`src/core/ars_pkg.sv`:
```
// Purpose: Shared constants and types for the ASCII request responder
// Assumes: Characters are 8-bit ASCII codes
// Notes:   Frame is STX, address, request, command, data, ETX, check char
package ars_pkg;
  // Frame control characters, request letters and digit bounds
  localparam logic [7:0]  ARS_STX       = 8'h02;
  localparam logic [7:0]  ARS_ETX       = 8'h03;
  localparam logic [7:0]  ARS_ACK       = 8'h06;
  localparam logic [7:0]  ARS_NAK       = 8'h15;
  localparam logic [7:0]  ARS_CH_R      = 8'h52;
  localparam logic [7:0]  ARS_CH_W      = 8'h57;
  localparam logic [7:0]  ARS_CH_0      = 8'h30;
  localparam logic [7:0]  ARS_CH_9      = 8'h39;
  // Exception codes, sent as ASCII digits
  localparam logic [7:0]  ARS_EXC_EQUIP = 8'h30;
  localparam logic [7:0]  ARS_EXC_MEM   = 8'h31;
  localparam logic [7:0]  ARS_EXC_RANGE = 8'h32;
  localparam logic [7:0]  ARS_EXC_DENY  = 8'h33;
  // Field positions in the receive buffer (after STX), then request and reply frame lengths
  localparam logic [3:0]  ARS_IX_REQ    = 4'h2;
  localparam logic [3:0]  ARS_IX_OBJ    = 4'h5;
  localparam logic [3:0]  ARS_RD_LEN    = 4'h6;
  localparam logic [3:0]  ARS_WR_LEN    = 4'hb;
  localparam logic [3:0]  ARS_ACK_RD    = 4'hd;
  localparam logic [3:0]  ARS_ACK_WR    = 4'h8;
  localparam logic [3:0]  ARS_NAK_LEN   = 4'h6;
  localparam int          ARS_RESP_MAX  = 13;
  // Defaults: own address "01", command prefix "PV", limit "50000"
  localparam logic [15:0] ARS_ADDR_DEF  = 16'h3031;
  localparam logic [15:0] ARS_PFX_DEF   = 16'h5056;
  localparam logic [39:0] ARS_RANGE_DEF = 40'h3530303030;
  localparam logic [39:0] ARS_DATA_RST  = 40'h3030303030;
  localparam int          ARS_OBJ_DEPTH = 8;
  // Frame handling states
  typedef enum logic [2:0] {
    ARS_IDLE, ARS_RX, ARS_BCC, ARS_READ, ARS_DECIDE, ARS_TX
  } ars_state_t;
endpackage

```
`src/core/ars_obj_mem.sv`:
```
// Purpose: Object store holding the ASCII value of each object
// Assumes: One write port, one read port, registered read data
// Notes:   Contents return to the reset value on reset
`timescale 1ns/1ns
module ars_obj_mem #(
  parameter int          WIDTH = 40,
  parameter int          DEPTH = ars_pkg::ARS_OBJ_DEPTH,
  parameter int          AW    = 3,
  parameter logic [39:0] RST   = ars_pkg::ARS_DATA_RST
) (
  // Clock and reset
  input  wire logic             clock,
  input  wire logic             rst_n,
  // Write side
  input  wire logic             wr_en,
  input  wire logic [AW-1:0]    wr_addr,
  input  wire logic [WIDTH-1:0] wr_data,
  // Read side
  input  wire logic [AW-1:0]    rd_addr,
  output logic      [WIDTH-1:0] rd_data
);
  import ars_pkg::*;

  logic [WIDTH-1:0] mem_q [DEPTH];

  // Storage array
  always_ff @(posedge clock or negedge rst_n) begin
    if (!rst_n) begin
      for (int i = 0; i < DEPTH; i++) begin
        mem_q[i] <= RST[WIDTH-1:0];
      end
    end else if (wr_en) begin
      mem_q[wr_addr] <= wr_data;
    end
  end

  // Registered read port
  always_ff @(posedge clock or negedge rst_n) begin
    if (!rst_n) begin
      rd_data <= RST[WIDTH-1:0];
    end else begin
      rd_data <= mem_q[rd_addr];
    end
  end
endmodule

```
`src/core/ars_responder.sv`:
```
// What this block does
// - Write stores frame data into named object
// - Read returns object value in response data
// - Check char is XOR of STX through ETX
// - No check char sent when option off
// - Error-free request answered with ACK 06h
// - Erroneous request answered with NAK instead, except a bad check char or overlong frame: no reply
// - Error response carries an exception code
// - Equipment fault code 0; memory fault own code
// - Out-of-range write rejected with range exception
// - All fields are ASCII characters
// Purpose: Slave side of an ASCII serial request/response protocol
// Assumes: Byte stream from a receiver and to a transmitter, same clock
// Notes:   Frames addressed elsewhere are dropped without reply
`timescale 1ns/1ns
module ars_responder #(
  parameter logic [15:0] MY_ADDR  = ars_pkg::ARS_ADDR_DEF,
  parameter logic [15:0] CMD_PFX  = ars_pkg::ARS_PFX_DEF,
  parameter logic [39:0] RANGE_HI = ars_pkg::ARS_RANGE_DEF,
  parameter int          DEPTH    = ars_pkg::ARS_OBJ_DEPTH
) (
  // Clock and reset
  input  wire logic       clock,
  input  wire logic       rst_n,
  // Received characters
  input  wire logic       rx_valid,
  input  wire logic [7:0] rx_data,
  // Transmitted characters
  input  wire logic       tx_ready,
  output logic            tx_valid,
  output logic      [7:0] tx_data,
  // Option and fault pins
  input  wire logic       bcc_sel,
  input  wire logic       equip_fault,
  input  wire logic       mem_fault,
  // Status
  output logic            frame_err
);
  import ars_pkg::*;

  logic             rst_q1, rst_sync_n;
  logic [2:0]       pin_s1, pin_s2, pin_s3, pin_f;
  ars_state_t       state_q;
  logic [3:0]       idx_q, len_q, tx_idx_q, resp_len_q;
  logic [7:0]       buf_q [11];
  logic [7:0]       resp_q [ARS_RESP_MAX];
  logic [7:0]       resp_d [ARS_RESP_MAX];
  logic [3:0]       resp_len_d;
  logic [7:0]       calc_q, tx_bcc_q, exc_d, obj_off;
  logic             bcc_mode_q, bcc_sent_q, wr_en, is_rd, is_wr, obj_ok;
  logic             digits_ok, in_range, err_d, tx_fire, tx_last;
  logic [39:0]      wdata, rdata;

  // Reset release through two flip-flops
  always_ff @(posedge clock or negedge rst_n) begin
    if (!rst_n) begin
      rst_q1     <= 1'b0;
      rst_sync_n <= 1'b0;
    end else begin
      rst_q1     <= 1'b1;
      rst_sync_n <= rst_q1;
    end
  end

  // Pin synchronisers; a change counts once stages two and three agree
  always_ff @(posedge clock or negedge rst_sync_n) begin
    if (!rst_sync_n) begin
      pin_s1 <= 3'h0;
      pin_s2 <= 3'h0;
      pin_s3 <= 3'h0;
      pin_f  <= 3'h0;
    end else begin
      pin_s1 <= {mem_fault, equip_fault, bcc_sel};
      pin_s2 <= pin_s1;
      pin_s3 <= pin_s2;
      pin_f  <= (pin_s2 & ~(pin_s2 ^ pin_s3)) | (pin_f & (pin_s2 ^ pin_s3));
    end
  end

  // Request decode and error classification
  always_comb begin
    wdata     = {buf_q[6], buf_q[7], buf_q[8], buf_q[9], buf_q[10]};
    obj_off   = buf_q[ARS_IX_OBJ] - ARS_CH_0;
    obj_ok    = ({buf_q[3], buf_q[4]} == CMD_PFX) &&
                (buf_q[ARS_IX_OBJ] >= ARS_CH_0) && (obj_off < 8'(DEPTH));
    is_rd     = (buf_q[ARS_IX_REQ] == ARS_CH_R) && (len_q == ARS_RD_LEN);
    is_wr     = (buf_q[ARS_IX_REQ] == ARS_CH_W) && (len_q == ARS_WR_LEN);
    digits_ok = 1'b1;
    for (int i = 6; i < 11; i++) begin
      if (buf_q[i] < ARS_CH_0 || buf_q[i] > ARS_CH_9) begin
        digits_ok = 1'b0;
      end
    end
    in_range = digits_ok && (wdata <= RANGE_HI);
    err_d    = 1'b1;
    if (pin_f[1]) begin
      exc_d = ARS_EXC_EQUIP;
    end else if (pin_f[2]) begin
      exc_d = ARS_EXC_MEM;
    end else if (!(is_rd || is_wr) || !obj_ok) begin
      exc_d = ARS_EXC_DENY;
    end else if (is_wr && !in_range) begin
      exc_d = ARS_EXC_RANGE;
    end else begin
      exc_d = ARS_CH_0;
      err_d = 1'b0;
    end
  end

  assign wr_en = (state_q == ARS_DECIDE) && !err_d && is_wr;

  // Response frame assembly
  always_comb begin
    for (int i = 0; i < ARS_RESP_MAX; i++) resp_d[i] = ARS_ETX;
    resp_d[0] = ARS_STX;
    resp_d[1] = buf_q[0];
    resp_d[2] = buf_q[1];
    resp_d[3] = err_d ? ARS_NAK : ARS_ACK;
    resp_d[4] = err_d ? exc_d : buf_q[3];
    resp_d[5] = err_d ? ARS_ETX : buf_q[4];
    resp_d[6] = buf_q[ARS_IX_OBJ];
    for (int i = 0; i < 5; i++) begin
      resp_d[7 + i] = is_rd ? rdata[39 - 8*i -: 8] : ARS_ETX;
    end
    resp_len_d = err_d ? ARS_NAK_LEN : (is_rd ? ARS_ACK_RD : ARS_ACK_WR);
  end

  // Frame receive and sequencing
  always_ff @(posedge clock or negedge rst_sync_n) begin
    if (!rst_sync_n) begin
      state_q    <= ARS_IDLE;
      idx_q      <= 4'h0;
      len_q      <= 4'h0;
      calc_q     <= 8'h00;
      bcc_mode_q <= 1'b0;
      frame_err  <= 1'b0;
      for (int i = 0; i < 11; i++) buf_q[i] <= 8'h00;
    end else begin
      frame_err <= 1'b0;
      case (state_q)
        ARS_IDLE: begin
          if (rx_valid && rx_data == ARS_STX) begin
            calc_q     <= ARS_STX;
            idx_q      <= 4'h0;
            bcc_mode_q <= pin_f[0];
            state_q    <= ARS_RX;
          end
        end
        ARS_RX: begin
          if (rx_valid) begin
            if (rx_data == ARS_STX) begin
              calc_q <= ARS_STX;
              idx_q  <= 4'h0;
            end else if (rx_data == ARS_ETX) begin
              calc_q  <= calc_q ^ rx_data;
              len_q   <= idx_q;
              state_q <= bcc_mode_q ? ARS_BCC : ARS_READ;
            end else if (idx_q == ARS_WR_LEN) begin
              frame_err <= 1'b1;
              state_q   <= ARS_IDLE;
            end else begin
              buf_q[idx_q] <= rx_data;
              calc_q       <= calc_q ^ rx_data;
              idx_q        <= idx_q + 4'h1;
            end
          end
        end
        ARS_BCC: begin
          if (rx_valid) begin
            if (rx_data == calc_q) begin
              state_q <= ARS_READ;
            end else begin
              frame_err <= 1'b1;
              state_q   <= ARS_IDLE;
            end
          end
        end
        ARS_READ: begin
          state_q <= ({buf_q[0], buf_q[1]} == MY_ADDR) ? ARS_DECIDE
                                                       : ARS_IDLE;
        end
        ARS_DECIDE: state_q <= ARS_TX;
        ARS_TX: if (tx_last) state_q <= ARS_IDLE;
        default: state_q <= ARS_IDLE;
      endcase
    end
  end

  assign tx_fire = tx_valid && tx_ready;
  assign tx_last = tx_fire && (tx_idx_q == resp_len_q) &&
                   (!bcc_mode_q || bcc_sent_q);

  // Response capture and transmit stream
  always_ff @(posedge clock or negedge rst_sync_n) begin
    if (!rst_sync_n) begin
      tx_valid   <= 1'b0;
      tx_data    <= 8'h00;
      tx_idx_q   <= 4'h0;
      tx_bcc_q   <= 8'h00;
      bcc_sent_q <= 1'b0;
      resp_len_q <= 4'h0;
      for (int i = 0; i < ARS_RESP_MAX; i++) resp_q[i] <= 8'h00;
    end else if (state_q == ARS_DECIDE) begin
      resp_q     <= resp_d;
      resp_len_q <= resp_len_d;
      tx_valid   <= 1'b1;
      tx_data    <= ARS_STX;
      tx_bcc_q   <= ARS_STX;
      tx_idx_q   <= 4'h1;
      bcc_sent_q <= 1'b0;
    end else if (tx_fire) begin
      if (tx_idx_q < resp_len_q) begin
        tx_data  <= resp_q[tx_idx_q];
        tx_bcc_q <= tx_bcc_q ^ resp_q[tx_idx_q];
        tx_idx_q <= tx_idx_q + 4'h1;
      end else if (bcc_mode_q && !bcc_sent_q) begin
        tx_data    <= tx_bcc_q;
        bcc_sent_q <= 1'b1;
      end else begin
        tx_valid <= 1'b0;
      end
    end
  end

  // Object store
  ars_obj_mem #(
    .WIDTH (40),
    .DEPTH (DEPTH),
    .AW    (3),
    .RST   (ARS_DATA_RST)
  ) u_mem (
    .clock   (clock),
    .rst_n   (rst_sync_n),
    .wr_en   (wr_en),
    .wr_addr (obj_off[2:0]),
    .wr_data (wdata),
    .rd_addr (obj_off[2:0]),
    .rd_data (rdata)
  );

  // Checks on decision and stream
  property p_ack;
    @(posedge clock) disable iff (!rst_sync_n)
    (state_q == ARS_DECIDE && !err_d) |=> (resp_q[3] == 8'h06);
  endproperty
  a_ack: assert property (p_ack) else $error("ack missing");
  property p_nak;
    @(posedge clock) disable iff (!rst_sync_n)
    (state_q == ARS_DECIDE && err_d) |=> (resp_q[3] == 8'h15);
  endproperty
  a_nak: assert property (p_nak) else $error("nak missing");
  property p_exc;
    @(posedge clock) disable iff (!rst_sync_n)
    (state_q == ARS_DECIDE && err_d) |=>
      (resp_q[4] == $past(exc_d)) && (resp_len_q == 4'h6);
  endproperty
  a_exc: assert property (p_exc) else $error("exception code lost");
  property p_equip;
    @(posedge clock) disable iff (!rst_sync_n)
    (state_q == ARS_DECIDE && pin_f[1]) |=> (resp_q[4] == 8'h30);
  endproperty
  a_equip: assert property (p_equip) else $error("equip code");
  property p_range;
    @(posedge clock) disable iff (!rst_sync_n)
    wr_en |-> (digits_ok && wdata <= RANGE_HI && !pin_f[1] && !pin_f[2]);
  endproperty
  a_range: assert property (p_range) else $error("bad write taken");
  property p_read;
    @(posedge clock) disable iff (!rst_sync_n)
    (state_q == ARS_DECIDE && !err_d && is_rd) |=>
      ({resp_q[7], resp_q[8], resp_q[9], resp_q[10], resp_q[11]} ==
       $past(rdata)) && (resp_q[12] == 8'h03);
  endproperty
  a_read: assert property (p_read) else $error("read data wrong");
  property p_bad_bcc;
    @(posedge clock) disable iff (!rst_sync_n)
    (state_q == ARS_BCC && rx_valid && rx_data != calc_q) |=>
      (state_q == ARS_IDLE && frame_err) ##1 !tx_valid;
  endproperty
  a_bad_bcc: assert property (p_bad_bcc) else $error("bad bcc kept");
  property p_no_bcc;
    @(posedge clock) disable iff (!rst_sync_n)
    (!bcc_mode_q && tx_fire && tx_data == 8'h03) |=> !tx_valid;
  endproperty
  a_no_bcc: assert property (p_no_bcc) else $error("extra char");
  property p_bcc_val;
    @(posedge clock) disable iff (!rst_sync_n)
    (tx_valid && bcc_sent_q) |-> (tx_data == tx_bcc_q) &&
      (resp_q[resp_len_q - 4'h1] == 8'h03);
  endproperty
  a_bcc_val: assert property (p_bcc_val) else $error("bcc value");
endmodule

```
`config.mk`:
```
export PLATFORM = sky130hd
export DESIGN_NAME = ars_responder
export DESIGN_NICKNAME = d
export VERILOG_FILES = /design/src/core/ars_pkg.sv /design/src/core/ars_obj_mem.sv /design/src/core/ars_responder.sv
export SDC_FILE = /design/constraint.sdc
export NUM_CORES = 1
export LEC_CHECK = 0
export BUFFER_PORTS_ARGS = -buffer_cell sky130_fd_sc_hd__buf_2
export CORE_ASPECT_RATIO = 1.1
export CORE_MARGIN = 2
export CORE_UTILIZATION = 30
export CTS_CLUSTER_SIZE = 28
export DETAILED_ROUTE_END_ITERATION = 16
export PLACE_DENSITY = 0.52
export SLEW_MARGIN = 40
export SYNTH_ARGS = -nofsm -noshare
export SYNTH_HDL_FRONTEND = slang
export SYNTH_SLANG_ARGS = --single-unit
```
`constraint.sdc`:
```
create_clock -name clock -period 18.1 [get_ports clock]
set_clock_uncertainty 0.1 [all_clocks]
set_input_delay 4.525 -clock clock [delete_from_list [all_inputs] [get_ports clock]]
set_output_delay 4.525 -clock clock [all_outputs]
set_load 0.1 [all_outputs]
```
==> results.sh <==
export IMPL_grtUsageMet3=0.02332
export IMPL_drive_above_1_share=0.2718
export IMPL_crit_arrival_ns=6.76
export IMPL_cts_buffer_depth=3
export IMPL_totalWireLength_microns=63560
export IMPL_gp_congestion=0.7998
export IMPL_yosysWarnings=0
export IMPL_wl_per_cell_microns=20.77
export IMPL_r2r_end="u_mem.mem_q[138]"
export IMPL_status="finished clean"
export IMPL_cp_end_kind="flip-flop"
export IMPL_hold_viol_final=0
export IMPL_route_detailed_drc=0
export IMPL_pwr_share_clk=0.356
export IMPL_ys_flop_type="dfrtp_1"
export IMPL_rsz0062_at_grt="no"
export IMPL_met1_usage=0.2042
export IMPL_relSlewSlack=0.4117
export IMPL_grt_max_degree=90
export IMPL_worstPathRequired_ns=18.52
export IMPL_critPathKind="in -> reg"
export IMPL_die_area_sq_um=85760
export IMPL_synthAdderAreaFrac=0.005699
export IMPL_crit_chain="buf_2 > nor4b_2 > nand2_1 > o2111ai_1 > nor3_1 > and2_1 > mux2_2"
export IMPL_dp_hpwl_microns=35400
export IMPL_power_density_nw_per_um2=125.1
export IMPL_coreArea_sq_um=83050
export IMPL_synth_top_family_by_area="multiplexers"
export IMPL_ctsHtreeMaxLevel=2
export IMPL_p_sw_mw=1.117
export IMPL_syn_to_final_growth_pct=12.57
export IMPL_synth_area_mux_share=0.1456
export IMPL_reg2reg_slack_ns=14.26
export IMPL_cts_resized=0
export IMPL_finalSetupViolCount=0
export IMPL_worst_pin_slew_ns=0.8825
export IMPL_ir_drop_v=0.00006528
export IMPL_grt_usage=0.1488
export IMPL_period_share=0.3503
export IMPL_first_pass_iters=5
export IMPL_synthDistinctLibCells=82
export IMPL_synth_area_sq_um=25030
export IMPL_io_pins=25
export IMPL_pwr_share_seq=0.457
export IMPL_yosys_area_share_xor_xnor=0.005249
export IMPL_drt_initial_drc_count=1067
export IMPL_r2r_start="buf_q[71]"
export IMPL_ant_nets=0
export IMPL_die_y_microns=306.9
export IMPL_grt_busiest_layer="met2"
export IMPL_fin_util=0.3393
export IMPL_slew_viol_final=0
export IMPL_power_share_combinational=0.187
export IMPL_fillCellCount=8121
export IMPL_portBuffers=24
export IMPL_seq_area_frac_synth=0.5944
export IMPL_seq_area_sq_um=14880
export IMPL_r2r_cells=6
export IMPL_layout_common_cells="499 x dfrtp_1, 185 x nand2_1, 161 x a22oi_1, 124 x mux2_4, 113 x mux2_2"
export IMPL_grt_pass1_wl_microns=100100
export IMPL_leakagePower_nw=13.22
export IMPL_place_inst=2944
export IMPL_hold_class="reg -> async"
export IMPL_fmax_mhz=157.7
export IMPL_postSynthCellCount=1965
export IMPL_synth_edf_count=0
export IMPL_tritoncts="done"
export IMPL_swShare=0.3169
export IMPL_post_drt_via_cell_ratio=5.069
export IMPL_postSynthAreaPerCell_sq_um=12.74
export IMPL_cpPeakStageDelay_ns=0.41
export IMPL_internal_power_mw=2.407
export IMPL_layout_min_cycle_time_ns=6.341
export IMPL_ctsHoldBuffers=0
export IMPL_maxCapViolCount=0
export IMPL_async_reset_ff_frac=1.000
export IMPL_clock_tree_root_cell="clkbuf_16"
export IMPL_synth_seq_cells=590
export IMPL_synth_simple_area_share=0.1336
export IMPL_start_util=0.3014
export IMPL_vias=15517
export IMPL_worst_path_max_fanout=15
export IMPL_syn_num_nets=1989
export IMPL_rows=111
export IMPL_die_w_microns=279.4
export IMPL_layout_commonest_cell="dfrtp_1"
export IMPL_synth_compound_area_frac=0.08638
export IMPL_grt_overflow=0
export IMPL_cts_buffers=60
export IMPL_tns_ns=0
export IMPL_crit_slowest_cell="and2_1"
export IMPL_grt_pass1_vias=16445
export IMPL_insertion_delay_ns=0.64
export IMPL_antenna_found_initial=0
export IMPL_clk_pin_slew_worst_paths_ns=0.06
export IMPL_instances_no_fill=3061
export IMPL_fin_nets=1960
export IMPL_grtUsageMet2=0.2427
export IMPL_post_cts_buffers=0
export IMPL_cp_start_kind="input pin"
export IMPL_clock_sinks=590
export IMPL_multiInputGateArea_sq_um=9490
## layout make-up
cell class | instances | area share
inverter | 11 | 0.001465
clock inverter | 28 | 0.01084
antenna | 1 | 0.00008881
multi-input combinational | 1218 | 0.3368
clock buffer | 85 | 0.06017
sequential | 590 | 0.5281
timing repair buffer | 55 | 0.01483
tap | 1073 | 0.04765
## registers in the layout (all words and copies together), names as in the netlist, 3 cells and up, named ones only
register	count
buf_q	88
calc_q	8
idx_q	4
len_q	4
pin_s1	3
pin_s2	3
pin_s3	3
resp_len_q	3
resp_q	82
state_q	3
tx_bcc_q	8
tx_data	8
tx_idx_q	4
u_mem.mem_q	320
u_mem.rd_data	40
## cells in the mapped netlist (6+ instances only)
library cell	instances	area [sq um]
a22oi_1	161	1209
ha_1	9	112.6
mux2_4	124	1862
mux4_2	13	292.8
xor2_1	10	87.58
dfrtp_1	500	12510
mux2_1	13	146.4
nand4_1	51	319.1
o21ai_0	74	370.4
and2_1	101	631.9
buf_1	12	45.04
a31oi_1	7	43.79
nand3_2	7	70.07
nor4_1	9	56.30
nor3_1	8	40.04
nor2b_1	8	50.05
mux2_2	113	1272
buf_2	16	80.08
buf_6	15	168.9
o31ai_1	7	52.55
a21oi_1	16	80.08
inv_1	10	37.54
and3_1	6	37.54
nand3_1	28	140.1
dfstp_2	90	2365
nand2_1	185	694.4
nand2b_1	93	581.8
o41ai_1	7	61.31
nor2_1	66	247.7
mux2i_1	7	70.07
clkbuf_1	102	382.9
## per-stage QoR
step	area (sq um)	hold WS [ns]	total power [mW]	setup WS, ns
3_3_place_gp	26060	0.2357	2.273	10.82
5_1_grt	28170	0.1985	3.682	11.62
6_report	28180	0.1530	3.524	11.76
3_5_place_dp	26120	0.1726	2.294	11.05
4_1_cts	28120	0.1794	3.556	11.73
2_1_floorplan	25030	0.2312	2.064	0.4946
## worst max-delay path, delay by kind of cell
kind / cells / cell delay, ns
compound gates: 1 / 0.32
buf+inv: 1 / 0.39
mux: 1 / 0.38
simple gates: 4 / 1.14
## cell families (layout without fill, tap and decap cells)
logic type	count (synthesis)	in the layout
AOI/OAI and AO/OA	313	313
xor gates and xnor gates	15	15
adders and majority gates	12	12
buffers and inverters	157	179
DFF	590	590
muxes	270	270
other	1	2
and+or+nand+nor	607	607
## power groups by stage
| stage | combinational, mW | sequential [mW] | clock, mW |
|---|---|---|---|
| floorplan | 0.432 | 1.63 | 0 |
| global placement | 0.647 | 1.63 | 0 |
| detailed placement | 0.663 | 1.63 | 0 |
| CTS | 0.664 | 1.61 | 1.28 |
| global route | 0.715 | 1.63 | 1.34 |
| finish | 0.661 | 1.61 | 1.25 |
## layer usage
| layer | share of wire | vias up | wire, microns |
|---|---|---|---|
| met4 | 0.024 | 0 | 1557 |
| met1 | 0.46 | 8146 | 29000 |
| li1 | - | 6904 | - |
| met2 | 0.47 | 352 | 30170 |
| met5 | 0 | - | 0 |
| met3 | 0.045 | 115 | 2839 |
## worst max-delay path by stage
stage,startpoint,end,slack (ns)
3_5_place_dp,rx_data[1],calc_q[6],11.05
5_1_grt,rx_data[5],buf_q[64],11.62
4_1_cts,rx_data[1],calc_q[7],11.73
2_1_floorplan,rst_sync_n,asynchronous set/reset pin,0.49
3_3_place_gp,rx_data[1],calc_q[4],10.82
6_report,rx_data[2],buf_q[70],11.76
(Power assumes the default switching activity.)
